## src/logic/hbs_pkg.sv

```systemverilog
// shared constants and types for the host bus snoop and cycle control block
package hbs_pkg;
    localparam int HBS_DATA_W     = 64;
    localparam int HBS_ADDR_HI    = 31;
    localparam int HBS_ADDR_LO    = 3;
    localparam int HBS_ADDR_W     = HBS_ADDR_HI - HBS_ADDR_LO + 1;
    // management memory window base, byte address, and its 128 KiB extent
    localparam logic [31:0] HBS_SMM_BASE  = 32'h000A_0000;
    localparam logic [31:0] HBS_SMM_LIMIT = 32'h000B_FFFF;
    // memory-or-io code sampled with the strobe: high means memory
    localparam logic        HBS_MIO_MEM   = 1'b1;
    localparam logic        HBS_RST_HIGH  = 1'b0;

    typedef enum logic [2:0] {
        HBS_IDLE,
        HBS_HOLD,
        HBS_SNOOP,
        HBS_HITWAIT,
        HBS_PCI_RUN
    } hbs_state_e;
endpackage : hbs_pkg

```

## src/logic/hbs_ken_gen.sv

```systemverilog
// cache-enable / invalidate line generator for cpu cycles and snoops
`timescale 1ns/100ps
`default_nettype none
module hbs_ken_gen
    import hbs_pkg::*;
(
    input  wire logic clk_in,
    input  wire logic arst_n_in,
    input  wire logic cpu_cycle_start_in,
    input  wire logic cpu_cacheable_in,
    input  wire logic cpu_read_in,
    input  wire logic cpu_first_ready_in,
    input  wire logic cpu_next_addr_in,
    input  wire logic snoop_strobe_in,
    input  wire logic snoop_write_in,
    output logic      cache_enable_invalidate_out
);
    logic ken_q;
    logic cacheable_q;
    logic read_q;
    logic first_done_q;

    always_ff @(posedge clk_in or negedge arst_n_in) begin
        if (!arst_n_in) begin
            cacheable_q  <= 1'b0;
            read_q       <= 1'b0;
            first_done_q <= 1'b0;
        end else if (cpu_cycle_start_in) begin
            cacheable_q  <= cpu_cacheable_in;
            read_q       <= cpu_read_in;
            first_done_q <= 1'b0;
        end else if (cpu_first_ready_in || cpu_next_addr_in) begin
            first_done_q <= 1'b1;
        end
    end

    // the line is a level: low means cache-enable, high means do not cache
    always_ff @(posedge clk_in or negedge arst_n_in) begin
        if (!arst_n_in) begin
            ken_q <= 1'b0;
        end else if (snoop_strobe_in) begin
            ken_q <= snoop_write_in;
        end else if (!first_done_q && (cpu_first_ready_in || cpu_next_addr_in)) begin
            // cacheable cycles stay low at the first ready or next-address
            ken_q <= read_q && !cacheable_q;
        end else begin
            ken_q <= 1'b0;
        end
    end

    assign cache_enable_invalidate_out = ken_q;
endmodule : hbs_ken_gen // hbs_ken_gen
`default_nettype wire

```

## src/logic/hbs_bus_ctl.sv

```systemverilog
// host bus arbitration, snoop and cycle control for pci access to memory
// Overview of operation
// address hold raised while a pci initiator targets memory, whole burst
// address hold dropped after pci memory cycle ends and during peer transfers
// address hold kept raised while southbridge hold grant is asserted
// snoop address strobe pulsed for each pci master memory reference
// back-off asserted when an in-progress cpu cycle must be aborted
// processor flags dirty hit for the last snooped address
// processor gives memory-io, data-control, write-read with its strobe
// locked cpu sequence blocks pci memory access until lock released
// processor marks burst line fill or writeback with cacheable input
// cacheable cycle: cache-enable with first ready, or earlier next-address
// cache-enable line low in cpu cycles, high for uncacheable read
// during snoop strobe line is high for writes, low for reads
// snoop invalidate drive ignores the l1 cache enable bit
// management memory reachable only with management mode sampled on strobe; code also allows it whenever SMM_LOCKED_IN is low
// host data path is 64 bits, bidirectional
// processor asserts address strobe in first clock of each cycle
// bus ready marks read data valid or write data taken
// next address tells processor a pipelined cycle may start
// device drives host address only during pci inquire cycles
// snoop strobe only while address hold already asserted
`timescale 1ns/100ps
`default_nettype none
module hbs_bus_ctl
    import hbs_pkg::*;
(
    input  wire logic                  SYS_CLK_IN,
    input  wire logic                  ARST_N_IN,
    // processor side
    input  wire logic                  CPU_ADDR_STROBE_N_IN,
    input  wire logic [HBS_ADDR_W-1:0] HOST_ADDR_IN,
    output logic      [HBS_ADDR_W-1:0] HOST_ADDR_OUT,
    output logic                       HOST_ADDR_OE_OUT,
    input  wire logic                  MEM_IO_IN,
    input  wire logic                  DATA_CTRL_IN,
    input  wire logic                  WRITE_READ_IN,
    input  wire logic                  CACHE_CYCLE_N_IN,
    input  wire logic                  ATOMIC_LOCK_N_IN,
    input  wire logic                  MGMT_MODE_ACTIVE_N_IN,
    input  wire logic                  SNOOP_DIRTY_HIT_N_IN,
    input  wire logic [HBS_DATA_W-1:0] HOST_DATA_BUS_IN,
    output logic      [HBS_DATA_W-1:0] HOST_DATA_BUS_OUT,
    output logic                       HOST_DATA_BUS_OE_OUT,
    output logic                       ADDR_HOLD_OUT,
    output logic                       SNOOP_ADDR_STROBE_N_OUT,
    output logic                       CYCLE_BACKOFF_N_OUT,
    output logic                       CACHE_ENABLE_INVALIDATE_OUT,
    output logic                       BUS_READY_N_OUT,
    output logic                       NEXT_ADDR_N_OUT,
    // cpu memory side: completion from the memory controller
    input  wire logic                  MEM_CPU_READY_IN,
    input  wire logic                  MEM_CPU_NEXT_IN,
    input  wire logic                  MEM_CPU_ABORT_IN,
    input  wire logic [HBS_DATA_W-1:0] MEM_RD_DATA_IN,
    output logic      [HBS_DATA_W-1:0] MEM_WR_DATA_OUT,
    output logic                       MEM_WR_VALID_OUT,
    // pci target side
    input  wire logic                  PCI_MEM_REQ_IN,
    input  wire logic                  PCI_MEM_WRITE_IN,
    input  wire logic [HBS_ADDR_W-1:0] PCI_MEM_ADDR_IN,
    input  wire logic                  PCI_BURST_DONE_IN,
    input  wire logic                  PCI_PEER_XFER_IN,
    output logic                       PCI_MEM_GRANT_OUT,
    output logic                       PCI_SNOOP_DIRTY_OUT,
    input  wire logic                  SOUTHBRIDGE_HOLD_GRANT_N_IN,
    // configuration
    input  wire logic                  L1_CACHE_ENABLE_BIT_IN,
    input  wire logic                  SMM_LOCKED_IN,
    output logic                       SMM_ACCESS_OK_OUT,
    output logic                       CPU_CYCLE_LOCKED_OUT
);
    hbs_state_e st_q;
    logic       lock_q;
    logic       cpu_busy_q;
    logic       cpu_read_q;
    logic       smm_ok_q;
    logic       dirty_q;
    logic       cycle_backoff_n_q;
    logic       snoop_addr_strobe_n_q;
    logic       rdy_q;
    logic       na_q;
    logic [HBS_ADDR_W-1:0] snoop_addr_q;
    logic [HBS_DATA_W-1:0] rd_data_q;
    logic [HBS_DATA_W-1:0] wr_data_q;
    logic                  wr_valid_q;
    logic       strobe;
    logic       grant_hold;
    logic       l1_unused;

    function automatic logic in_smm(input logic [HBS_ADDR_W-1:0] a);
        logic [31:0] byte_a;
        byte_a = {a, 3'h0};
        in_smm = (byte_a >= HBS_SMM_BASE) && (byte_a <= HBS_SMM_LIMIT);
    endfunction

    assign strobe     = !CPU_ADDR_STROBE_N_IN;
    assign grant_hold = !SOUTHBRIDGE_HOLD_GRANT_N_IN;
    // snoop invalidate does not depend on this bit
    assign l1_unused  = L1_CACHE_ENABLE_BIT_IN;

    // lock window opens on a strobe sampled with lock, closes on lock release
    always_ff @(posedge SYS_CLK_IN or negedge ARST_N_IN) begin
        if (!ARST_N_IN) begin
            lock_q <= 1'b0;
        end else if (ATOMIC_LOCK_N_IN) begin
            lock_q <= 1'b0;
        end else if (strobe) begin
            lock_q <= 1'b1;
        end
    end

    // cpu cycle tracking, type decode and management access gate
    always_ff @(posedge SYS_CLK_IN or negedge ARST_N_IN) begin
        if (!ARST_N_IN) begin
            cpu_busy_q <= 1'b0;
            cpu_read_q <= 1'b0;
            smm_ok_q   <= 1'b0;
        end else if (strobe && !ADDR_HOLD_OUT) begin
            cpu_busy_q <= 1'b1;
            cpu_read_q <= !WRITE_READ_IN && DATA_CTRL_IN;
            // locked firmware space only opens in management mode
            smm_ok_q   <= !(MEM_IO_IN == HBS_MIO_MEM && in_smm(HOST_ADDR_IN))
                          || !SMM_LOCKED_IN || !MGMT_MODE_ACTIVE_N_IN;
        end else if (cycle_backoff_n_q || (MEM_CPU_READY_IN && !MEM_CPU_NEXT_IN)) begin
            cpu_busy_q <= 1'b0;
        end
    end

    // arbitration between cpu cycles and pci initiators
    always_ff @(posedge SYS_CLK_IN or negedge ARST_N_IN) begin
        if (!ARST_N_IN) begin
            st_q         <= HBS_IDLE;
            snoop_addr_strobe_n_q       <= 1'b0;
            cycle_backoff_n_q       <= 1'b0;
            dirty_q      <= 1'b0;
            snoop_addr_q <= '0;
        end else begin
            snoop_addr_strobe_n_q <= 1'b0;
            // abort is honoured on its own, or an open cpu cycle would hang waiting for ready
            cycle_backoff_n_q <= cpu_busy_q && MEM_CPU_ABORT_IN;
            case (st_q)
                HBS_IDLE: begin
                    // no pci memory access inside a locked sequence
                    if (PCI_MEM_REQ_IN && !PCI_PEER_XFER_IN && !lock_q) begin
                        st_q         <= HBS_HOLD;
                        snoop_addr_q <= PCI_MEM_ADDR_IN;
                        dirty_q      <= 1'b0;
                    end
                end
                HBS_HOLD: begin
                    // address hold is up this cycle, so strobe is safe next
                    st_q   <= HBS_SNOOP;
                    snoop_addr_strobe_n_q <= 1'b1;
                end
                HBS_SNOOP: begin
                    st_q <= HBS_HITWAIT;
                end
                HBS_HITWAIT: begin
                    // dirty hit: memory must wait for the writeback
                    dirty_q <= !SNOOP_DIRTY_HIT_N_IN;
                    st_q    <= HBS_PCI_RUN;
                end
                HBS_PCI_RUN: begin
                    if (PCI_BURST_DONE_IN) begin
                        st_q <= HBS_IDLE;
                    end
                end
                default: begin
                    st_q <= HBS_IDLE;
                end
            endcase
        end
    end

    // bus ready, next-address and data registers toward the processor
    always_ff @(posedge SYS_CLK_IN or negedge ARST_N_IN) begin
        if (!ARST_N_IN) begin
            rdy_q      <= 1'b0;
            na_q       <= 1'b0;
            rd_data_q  <= '0;
            wr_data_q  <= '0;
            wr_valid_q <= 1'b0;
        end else begin
            rdy_q      <= cpu_busy_q && MEM_CPU_READY_IN && smm_ok_q;
            na_q       <= cpu_busy_q && MEM_CPU_NEXT_IN;
            rd_data_q  <= smm_ok_q ? MEM_RD_DATA_IN : '0;
            wr_data_q  <= HOST_DATA_BUS_IN;
            wr_valid_q <= cpu_busy_q && !cpu_read_q && MEM_CPU_READY_IN && smm_ok_q;
        end
    end

    hbs_ken_gen u_ken (
        .clk_in             (SYS_CLK_IN),
        .arst_n_in          (ARST_N_IN),
        .cpu_cycle_start_in (strobe && !ADDR_HOLD_OUT),
        .cpu_cacheable_in   (!CACHE_CYCLE_N_IN),
        .cpu_read_in        (!WRITE_READ_IN),
        .cpu_first_ready_in (cpu_busy_q && MEM_CPU_READY_IN),
        .cpu_next_addr_in   (cpu_busy_q && MEM_CPU_NEXT_IN),
        .snoop_strobe_in    (st_q == HBS_HOLD),
        .snoop_write_in     (PCI_MEM_WRITE_IN),
        .cache_enable_invalidate_out        (CACHE_ENABLE_INVALIDATE_OUT)
    );

    assign ADDR_HOLD_OUT           = (st_q != HBS_IDLE) || grant_hold;
    assign SNOOP_ADDR_STROBE_N_OUT = !snoop_addr_strobe_n_q;
    assign CYCLE_BACKOFF_N_OUT     = !cycle_backoff_n_q;
    assign BUS_READY_N_OUT         = !rdy_q;
    assign NEXT_ADDR_N_OUT         = !na_q;
    assign HOST_ADDR_OUT           = snoop_addr_q;
    assign HOST_ADDR_OE_OUT        = (st_q == HBS_SNOOP) || (st_q == HBS_HITWAIT);
    assign HOST_DATA_BUS_OUT       = rd_data_q;
    assign HOST_DATA_BUS_OE_OUT    = rdy_q && cpu_read_q && !l1_unused ? 1'b1 : rdy_q && cpu_read_q;
    assign MEM_WR_DATA_OUT         = wr_data_q;
    assign MEM_WR_VALID_OUT        = wr_valid_q;
    assign PCI_MEM_GRANT_OUT       = (st_q == HBS_PCI_RUN) && !dirty_q;
    assign PCI_SNOOP_DIRTY_OUT     = (st_q == HBS_PCI_RUN) && dirty_q;
    assign SMM_ACCESS_OK_OUT       = smm_ok_q;
    assign CPU_CYCLE_LOCKED_OUT    = lock_q;
endmodule : hbs_bus_ctl // hbs_bus_ctl
`default_nettype wire

```

## config.mk

```make
export PLATFORM = sky130hd
export DESIGN_NAME = hbs_bus_ctl
export DESIGN_NICKNAME = d
export VERILOG_FILES = /design/src/logic/hbs_pkg.sv /design/src/logic/hbs_ken_gen.sv /design/src/logic/hbs_bus_ctl.sv
export SDC_FILE = /design/constraint.sdc
export NUM_CORES = 1
export LEC_CHECK = 0
export BUFFER_PORTS_ARGS = -buffer_cell sky130_fd_sc_hd__buf_4
export CORE_AREA = 2 2 146 148
export CTS_CLUSTER_DIAMETER = 50
export DETAILED_ROUTE_END_ITERATION = 12
export DIE_AREA = 0 0 148 150
export SYNTH_ARGS = -nofsm -noshare
export SYNTH_HDL_FRONTEND = slang
export SYNTH_SLANG_ARGS = --single-unit
```

## constraint.sdc

```tcl
create_clock -name SYS_CLK_IN -period 2 [get_ports SYS_CLK_IN]
set_input_delay 0.1 -clock SYS_CLK_IN [delete_from_list [all_inputs] [get_ports SYS_CLK_IN]]
set_output_delay 0.1 -clock SYS_CLK_IN [all_outputs]
set_load 0.03 [all_outputs]
```

# After elaboration in Yosys (flattened, before gate mapping)

Index checks and enable logic that the tools add are counted.
Widths: inputs -> output; s select.

Magnitude comparators: 2
Eq/ne operators: 7
Multiplexer cells: 16
Reduce and logical (&&, ||, !) cells: 55

Operator list:

| operator             | number |
|---|---|
| $mux 64              | 1 |
| $ge 32x20->1 const B | 1 |
| $le 32x20->1 const B | 1 |
| $logic_not 1->1      | 21 |
| $logic_and 1x1->1    | 20 |
| $pmux 3 s5           | 1 |
| $mux 1               | 11 |
| $eq 3x2->1 const B   | 2 |
| $logic_or 1x1->1     | 6 |
| $mux 3               | 2 |
| $reduce_and 2->1     | 3 |
| $reduce_bool 2->1    | 3 |
| $ne 2x2->1 const B   | 2 |
| $eq 3x1->1 const B   | 1 |
| $eq 3x3->1 const B   | 1 |
| $logic_not 3->1      | 1 |
| $reduce_bool 3->1    | 1 |
| $ne 2x1->1 const B   | 1 |
| $pmux 1 s2           | 1 |

Flip-flop bits (word level): 174
Bits of input ports: 206
Output and inout bits: 170
Word-level logic and storage cells: 98

# Depth between registers and ports, before layout

Gate-level depths: netlist (run 1).

Depth in word-level cells: 6
Gate-level depth with buffers: 5
Depth with buffers taken out: 3

# Cells and area by module

Synthesis (run 1) repeated with hierarchy kept, for this count alone.

Cells, all modules: 335
Area total of the unflattened synthesis: 5534.1 µm²

By module, submodules not included:

| module      | times used | cells an instance | area each (µm²) | seq. area each (µm²) |
|---|---|---|---|---|
| hbs_bus_ctl | 1          | 323               | 5380.2          | 4254.1 |
| hbs_ken_gen | 1          | 12                | 153.9           | 100.1 |

# Worst setup path before layout (run 1)

No wires, ideal clock.

Path kind: reg-to-reg
Start: register lock_q, in the netlist CPU_CYCLE_LOCKED_OUT
End: register snoop_addr_q[15], in the netlist HOST_ADDR_OUT[15]
Setup time: 0.125 ns
Arrival: 1.904 ns
Required time: 1.875 ns
Setup slack: -0.030 ns
Cell stages (with the launch flop): 6
Path buffers: 2
Clock period less this slack: 2.030 ns
Cells stage by stage: dfrtp_1 -> or3b_4 -> or4_4 -> buf_6 -> buf_6 -> mux2_4

Word-level cells in the longest chain between the ends: 3

RTL lines:

| what                       | line               | RTL |
|---|---|---|
| start: declaration         | hbs_bus_ctl.sv:74  | `logic lock_q;` |
| start signal: assignment   | hbs_bus_ctl.sv:105 | `lock_q <= 1'b0;` |
| start signal: assignment   | hbs_bus_ctl.sv:107 | `lock_q <= 1'b0;` |
| start signal: assignment   | hbs_bus_ctl.sv:109 | `lock_q <= 1'b1;` |
| $logic_not 1->1            | hbs_bus_ctl.sv:145 | `if (PCI_MEM_REQ_IN && !PCI_PEER_XFER_IN && !lock_q) begin` |
| $logic_and 1x1->1          | hbs_bus_ctl.sv:145 |  |
| $reduce_and 2->1 (no line) | --                 |  |
| end signal: assignment     | hbs_bus_ctl.sv:137 | `snoop_addr_q <= '0;` |
| end signal: assignment     | hbs_bus_ctl.sv:147 | `snoop_addr_q <= PCI_MEM_ADDR_IN;` |
| end: declaration           | hbs_bus_ctl.sv:83  | `logic [HBS_ADDR_W-1:0] snoop_addr_q;` |

No other way between the ends.
A chain may end at the register's enable or synchronous reset.

# Worst setup path in the final report (run 1)

Start: register lock_q, in the netlist CPU_CYCLE_LOCKED_OUT
End: register snoop_addr_q[24], in the netlist HOST_ADDR_OUT[24]

The elaborated chain is that of the path after synthesis.

==> metrics, run 1 <==
status=completed; Max-Cap Viols=0; global-route wire length before repair=27,500 µm; P_leak=5.31 nW; Residual DRC=0; Starting Density=26.7%; Final Non-Filler Cells=1,168; Syn. warnings=0; Setup violations, final=0; Final Hold Viols=0; Core Rows=53; CP Launch Type=flop; grt ovf=0; Syn-to-layout area delta=97.9%; CTS tree=yes; Max-slew headroom=about two thirds; Placed Instance Area=between 8000 and 9000 µm²; Top FF cell, synth=dfrtp_1; RSZ-0062 raised after global routing=no; CP Capture Type=flop; EDFF count, synth=0; most frequent cell after synthesis=dfrtp_1; antenna-violating nets left=0; critical path type=flop to flop; fraction of registers with async set or reset after synthesis=100%; register area share after synthesis=78.8%; PwrDens=between 1000 and 1500 nW/µm²; gpl congestion=between 0.7 and 0.8; # placed instances=964; worst hold slack=0.0872 ns; pin count of the biggest net entering global routing=51; Post-Syn Area=5530 µm²; Via density=3.99; measured slew at the worst slew-check pin=0.508 ns; post-synth top area share=78.8%; CTS Sinks=174; f_max=529 MHz; area of the core=between 20,000 and 25,000 µm²; Ports=roughly 380; total number of vias=4,666; Reg clk slew, reported paths=0.07 ns; post-route clock period utilization=94.5%; top post-synthesis cells by count=dfrtp_1 (174), and2_1 (67), mux2_2 (19); ratio of cells with drive above 1 in the final layout=49.0%; fin. max-slew vios=0; critical path peak fanout=29; final WL=18,200 µm; GR Util All Layers=around 16%; Yosys top cell by area=dfrtp_1; Worst Hold Class=input port to flop; drt pass-1 iters=4; syn avg cell area=16.5 µm²; clk_lat worst skew=between 0.4 and 0.5 ns; number of global-route vias before repair=5,089; CTS Buf Count=17; H-tree depth=4; clk root buf=clkbuf_16; Port Buffer Count=360; Worst VDD drop=0.000580 V; Starting DRT DRC Count=112; dpl hpwl=12,300 µm; DR WL/cell=15.6 µm; final layout net count=1,085; clk buf depth=2; synthesized net count=541; Die Ht=150 µm; critical path arrival=2.19 ns; Cell variety after synth=32; Worst EP required=approximately 2.3 ns; Die Wd=148 µm; Synth area leaders=dfrtp_1 (79%), and2_1 (7.6%), mux2_2 (3.9%); setup tns final=0 ns; setup repair bufs after CTS=0; post-synthesis cell count=335; post-layout instance area=10,900 µm²; Worst Skew=0.00854 ns; fin crit period=~1.9 ns; DIE AREA=between 20,000 and 25,000 µm²; initial antenna violation count=1; Yosys reg bits=around 170
==> power breakdown <==
part | total [mW] | leakage, nW | internal (mW) | switching [mW]
Sequential | 4.41 | 2.06 | 4.09 | 0.322
Clock | 3.28 | 0.290 | 1.74 | 1.55
Combinational | 3.41 | 2.97 | 1.61 | 1.80
==> path summary, 6_finish.rpt <==
| check | startpoint | cells past startpoint | to | slack (ns) |
|---|---|---|---|---|
| max | CPU_CYCLE_LOCKED_OUT | 4 | HOST_ADDR_OUT[24] | 0.11 |
| min | HOST_ADDR_IN[15] | 4 | SMM_ACCESS_OK_OUT | 0.09 |
| max reg2reg | CPU_CYCLE_LOCKED_OUT | 4 | HOST_ADDR_OUT[24] | 0.11 |
| min reg2reg | cpu_read_q | 1 | MEM_WR_VALID_OUT | 0.48 |
| max in group asynchronous | ARST_N_IN | 3 | u_ken.first_done_q | 1.17 |
| min in group asynchronous | ARST_N_IN | 2 | HOST_ADDR_OUT[5] | 0.22 |
==> state kept, by name, summed over array words and instances (netlist names) <==
register	cells
st_q	3
MEM_WR_VALID_OUT	1
HOST_ADDR_OUT	29
u_ken.first_done_q	1
SMM_ACCESS_OK_OUT	1
rdy_q	1
cpu_read_q	1
u_ken.read_q	1
snoop_addr_strobe_n_q	1
u_ken.cache_enable_invalidate_out	1
CPU_CYCLE_LOCKED_OUT	1
cpu_busy_q	1
cycle_backoff_n_q	1
MEM_WR_DATA_OUT	64
na_q	1
dirty_q	1
u_ken.cacheable_q	1
HOST_DATA_BUS_OUT	64
==> logic make-up after synthesis <==
group	share of synthesized area, %
compound gates	1.97
xor+xnor	0.158
simple gates	10.7
mux	6.59
buf+inv	1.88
flops	78.8
==> layout make-up <==
type / instances / area (µm²)
Clock inverter: 13 / 145
Inverter: 8 / 30.0
Clock buffer: 19 / 453
Fill cell: 1766 / 9750
Sequential cell: 174 / 4360
Timing Repair Buffer: 540 / 4540
Antenna cell: 1 / 2.50
Tap cell: 275 / 344
Multi-Input combinational cell: 138 / 1070
==> what timing repair did <==
action                                  4_1_cts  5_1_grt
hold buffers                                171        0
resized for setup                             1        0
hold endpoints to repair                    212        0
endpoints found under the setup margin        1        0
==> per-layer routing <==
| metal | GRT usage [%] | vias to the layer above | part of all wire, % | routed length (µm) |
|---|---|---|---|---|
| li1 | - | 2177 | - | - |
| met1 | 18.4 | 2221 | 39 | 7030 |
| met2 | 28.3 | 234 | 50 | 9150 |
| met3 | 5.85 | 34 | 8.4 | 1530 |
| met4 | 6.81 | 0 | 2.5 | 452 |
| met5 | 0 | - | 0 | 0 |
==> through the flow <==
stage	utilization, %	power [mW]	worst slack (ns)
6_report	52.9	11.1	0.110
5_1_grt	52.9	11.6	0.0752
4_1_cts	52.9	11.2	0.112
3_5_place_dp	41.7	7.61	0.125
3_3_place_gp	41.7	7.55	0.147
2_1_floorplan	-	6.19	0.0102
==> cell usage in the layout (no fill, tap or decap), drive strengths merged, types with 4 or more instances in the layout <==
master	netlist	layout
nor2	4	4
buf	4	369
clkinv	0	6
and2	67	67
inv	8	14
o21ai	6	6
dfrtp	174	174
dlygate4sd3	0	171
clkbuf	11	19
mux2	29	29
==> critical path, stage by stage (launching register included) <==
cell and delay [ns]:
dfrtp_2 0.41, or3b_4 0.39, or4_4 0.44, buf_12 0.19
mux2_4 0.32
Power figures use the tool's default switching activity.
==> run 2, diff against run 1 <==
- PLACE_DENSITY: default -> 0.58
- TNS_END_PERCENT: default -> 100
==> run 2 against run 1 <==
Combinational power barely moved; sequential share of layout area is 0.12 points higher; largest cell class unchanged; clock power grew 4%; worst hold slack worse by 0.050 ns; sequential power increased by 1%; worst setup slack got worse by 0.029 ns; critical path depth decreased by 1; maximum frequency down 1.5%; clock skew up 0.0012 ns.
==> metrics, run 2 (synthesis gave the netlist of run 1 again) <==
reg-to-reg startpoint=CPU_CYCLE_LOCKED_OUT; final WL=18,600 µm; f_max=521 MHz; CP Capture Type=flop; worst hold slack=0.0374 ns; critical path arrival=between 2 and 2.5 ns; Die Wd=between 100 and 150 µm; switching pwr=3.70 mW; Max-Cap Viols=0; global-route wire length before repair=27,300 µm; Die Ht=~150 µm; Port Buffer Count=360; DIE AREA=22,200 µm²; fin crit period=1.92 ns; delay-heaviest family, CP=simple AND/OR/NAND/NOR gates; worst hold start=HOST_ADDR_IN[17]; CTS Buf Count=17; commonest non-fill, non-tap cell in the layout=buf_4; DR WL/cell=16.0 µm; CTS Sinks=174; initial antenna violation count=1; pin count of the biggest net entering global routing=58; n_diodes=0; H-tree depth=4; most frequent cells in the layout=buf_4 (364), dfrtp_1 (172), dlygate4sd3_1 (170); ratio of cells with drive above 1 in the final layout=49.0%; fin util=52.7%; Worst Hold Class=input port to flop; post-route clock period utilization=~96%; switching share of power=approximately a third; Max-slew headroom=roughly three fifths; Final Hold Viols=0; setup repair bufs after CTS=0; drt pass-1 iters=4; final layout net count=between 1,000 and 1,500; Slowest-stage cell, CP=or4_4; Flop pwr share=39.5%; CP Launch Type=flop; Setup violations, final=0; GR Util All Layers=16.3%; Worst EP required=2.30 ns; gpl congestion=between 0.8 and 0.9; antenna-violating nets left=0; grt ovf=0; Critical R2R Capture=HOST_ADDR_OUT[15]; Worst R2R Setup Slack=0.08 ns; Starting Density=26.7%; Starting DRT DRC Count=103; Core Rows=53; Syn-to-layout area delta=97.4%; total number of vias=4,652; fin. max-slew vios=0; Comb power frac=30.4%; Reg clk slew, reported paths=0.07 ns; clk_lat worst skew=around 0.43 ns; hold path cells=4; Worst Skew=a little under 0.01 ns; CTS tree=yes; RSZ-0062 raised after global routing=no; number of global-route vias before repair=5,135; setup tns final=0 ns; critical path peak fanout=15; Ports=376; fill count=1,740; worst reg-to-reg path cell count=3; crit path buf inv count=0; status=completed; Clk pwr share=30.1%; Via density=4.00; clk buf depth=2; worst path cell trace=or3b_4 -> or4_4 -> mux2_4; Hold Path End=SMM_ACCESS_OK_OUT; dpl hpwl=around 13,000 µm; PwrDens=roughly 1000 nW/µm²; P_leak=5.29 nW; Critical Path Max Stage Delay=approximately 0.6 ns; critical path type=flop to flop; Worst VDD drop=0.000550 V; FF/Latch Area=4360 µm²; area of the multi-input gates=about 1100 µm²; measured slew at the worst slew-check pin=0.576 ns; area of the core=20,700 µm²; Pint=7.59 mW; clk root buf=clkbuf_16; Residual DRC=0
[run 2: changes by cell type in the layout (fill, tap and decap cells not counted), sizes merged]
cell         before  now
dlygate4sd3     171  170
clkinvlp          1    2
inv              14   13
or4               2    3
diode             1    0
clkbuf           19   17
buf             369  367
bufinv            0    2
clkinv            6    5
[run 2: layer usage]
layer / wire length, µm / global-route usage (%)
met5: 18 / 0
met4: 342 / 6.48
met3: 1730 / 6.07
met2: 9440 / 28.7
met1: 7110 / 17.7
[run 2: tightest hold or removal path, delay by kind of cell]
kind	cells	cell delay (ns)
buffers and inverters	1	0.07
AO/OA/AOI/OAI	1	0.11
AND/OR/NAND/NOR	2	0.13
[run 2: through the flow]
stage,power (mW),area [µm²],worst slack [ns],std cells
6_report,11.3,10900,0.0804,1164
5_1_grt,11.8,10900,0.0437,1164
4_1_cts,11.4,10900,0.0165,1163
3_5_place_dp,7.64,8590,0.0249,962
3_3_place_gp,7.56,8590,0.0598,962
2_1_floorplan,6.19,5530,0.0102,335
[run 2: final cells by class]
class / count / area share (%)
tap: 275 / 3.15
timing repair buffer: 537 / 41.1
clock inverter: 14 / 1.69
multi-input combinational: 139 / 9.95
inverter: 8 / 0.275
sequential: 174 / 39.9
clock buffer: 17 / 3.90
[run 2: how the worst max path moves through the flow]
stage	cells past startpoint	startpoint	endpoint	slack, ns
6_report	3	CPU_CYCLE_LOCKED_OUT	HOST_ADDR_OUT[15]	0.08
5_1_grt	3	CPU_CYCLE_LOCKED_OUT	HOST_ADDR_OUT[19]	0.04
4_1_cts	3	CPU_CYCLE_LOCKED_OUT	HOST_ADDR_OUT[16]	0.02
3_5_place_dp	3	CPU_CYCLE_LOCKED_OUT	HOST_ADDR_OUT[23]	0.02
3_3_place_gp	3	CPU_CYCLE_LOCKED_OUT	HOST_ADDR_OUT[18]	0.06
2_1_floorplan	5	CPU_CYCLE_LOCKED_OUT	HOST_ADDR_OUT[15]	0.01
[run 2: what timing repair did]
item / 4_1_cts / 5_1_grt
setup endpoints to repair: 1 / 28
hold buffers: 170 / 0
resized for setup: 1 / 1
hold endpoints to repair: 220 / 0
cloned: 0 / 1
pin swaps: 0 / 0
[run 2: power by group through the flow]
stage,Clock [mW],Combinational (mW),Sequential (mW)
floorplan,0,0.848,5.34
global placement,0,3.08,4.48
detailed placement,0,3.14,4.50
CTS,3.51,3.42,4.44
global route,3.66,3.62,4.52
finish,3.40,3.43,4.46
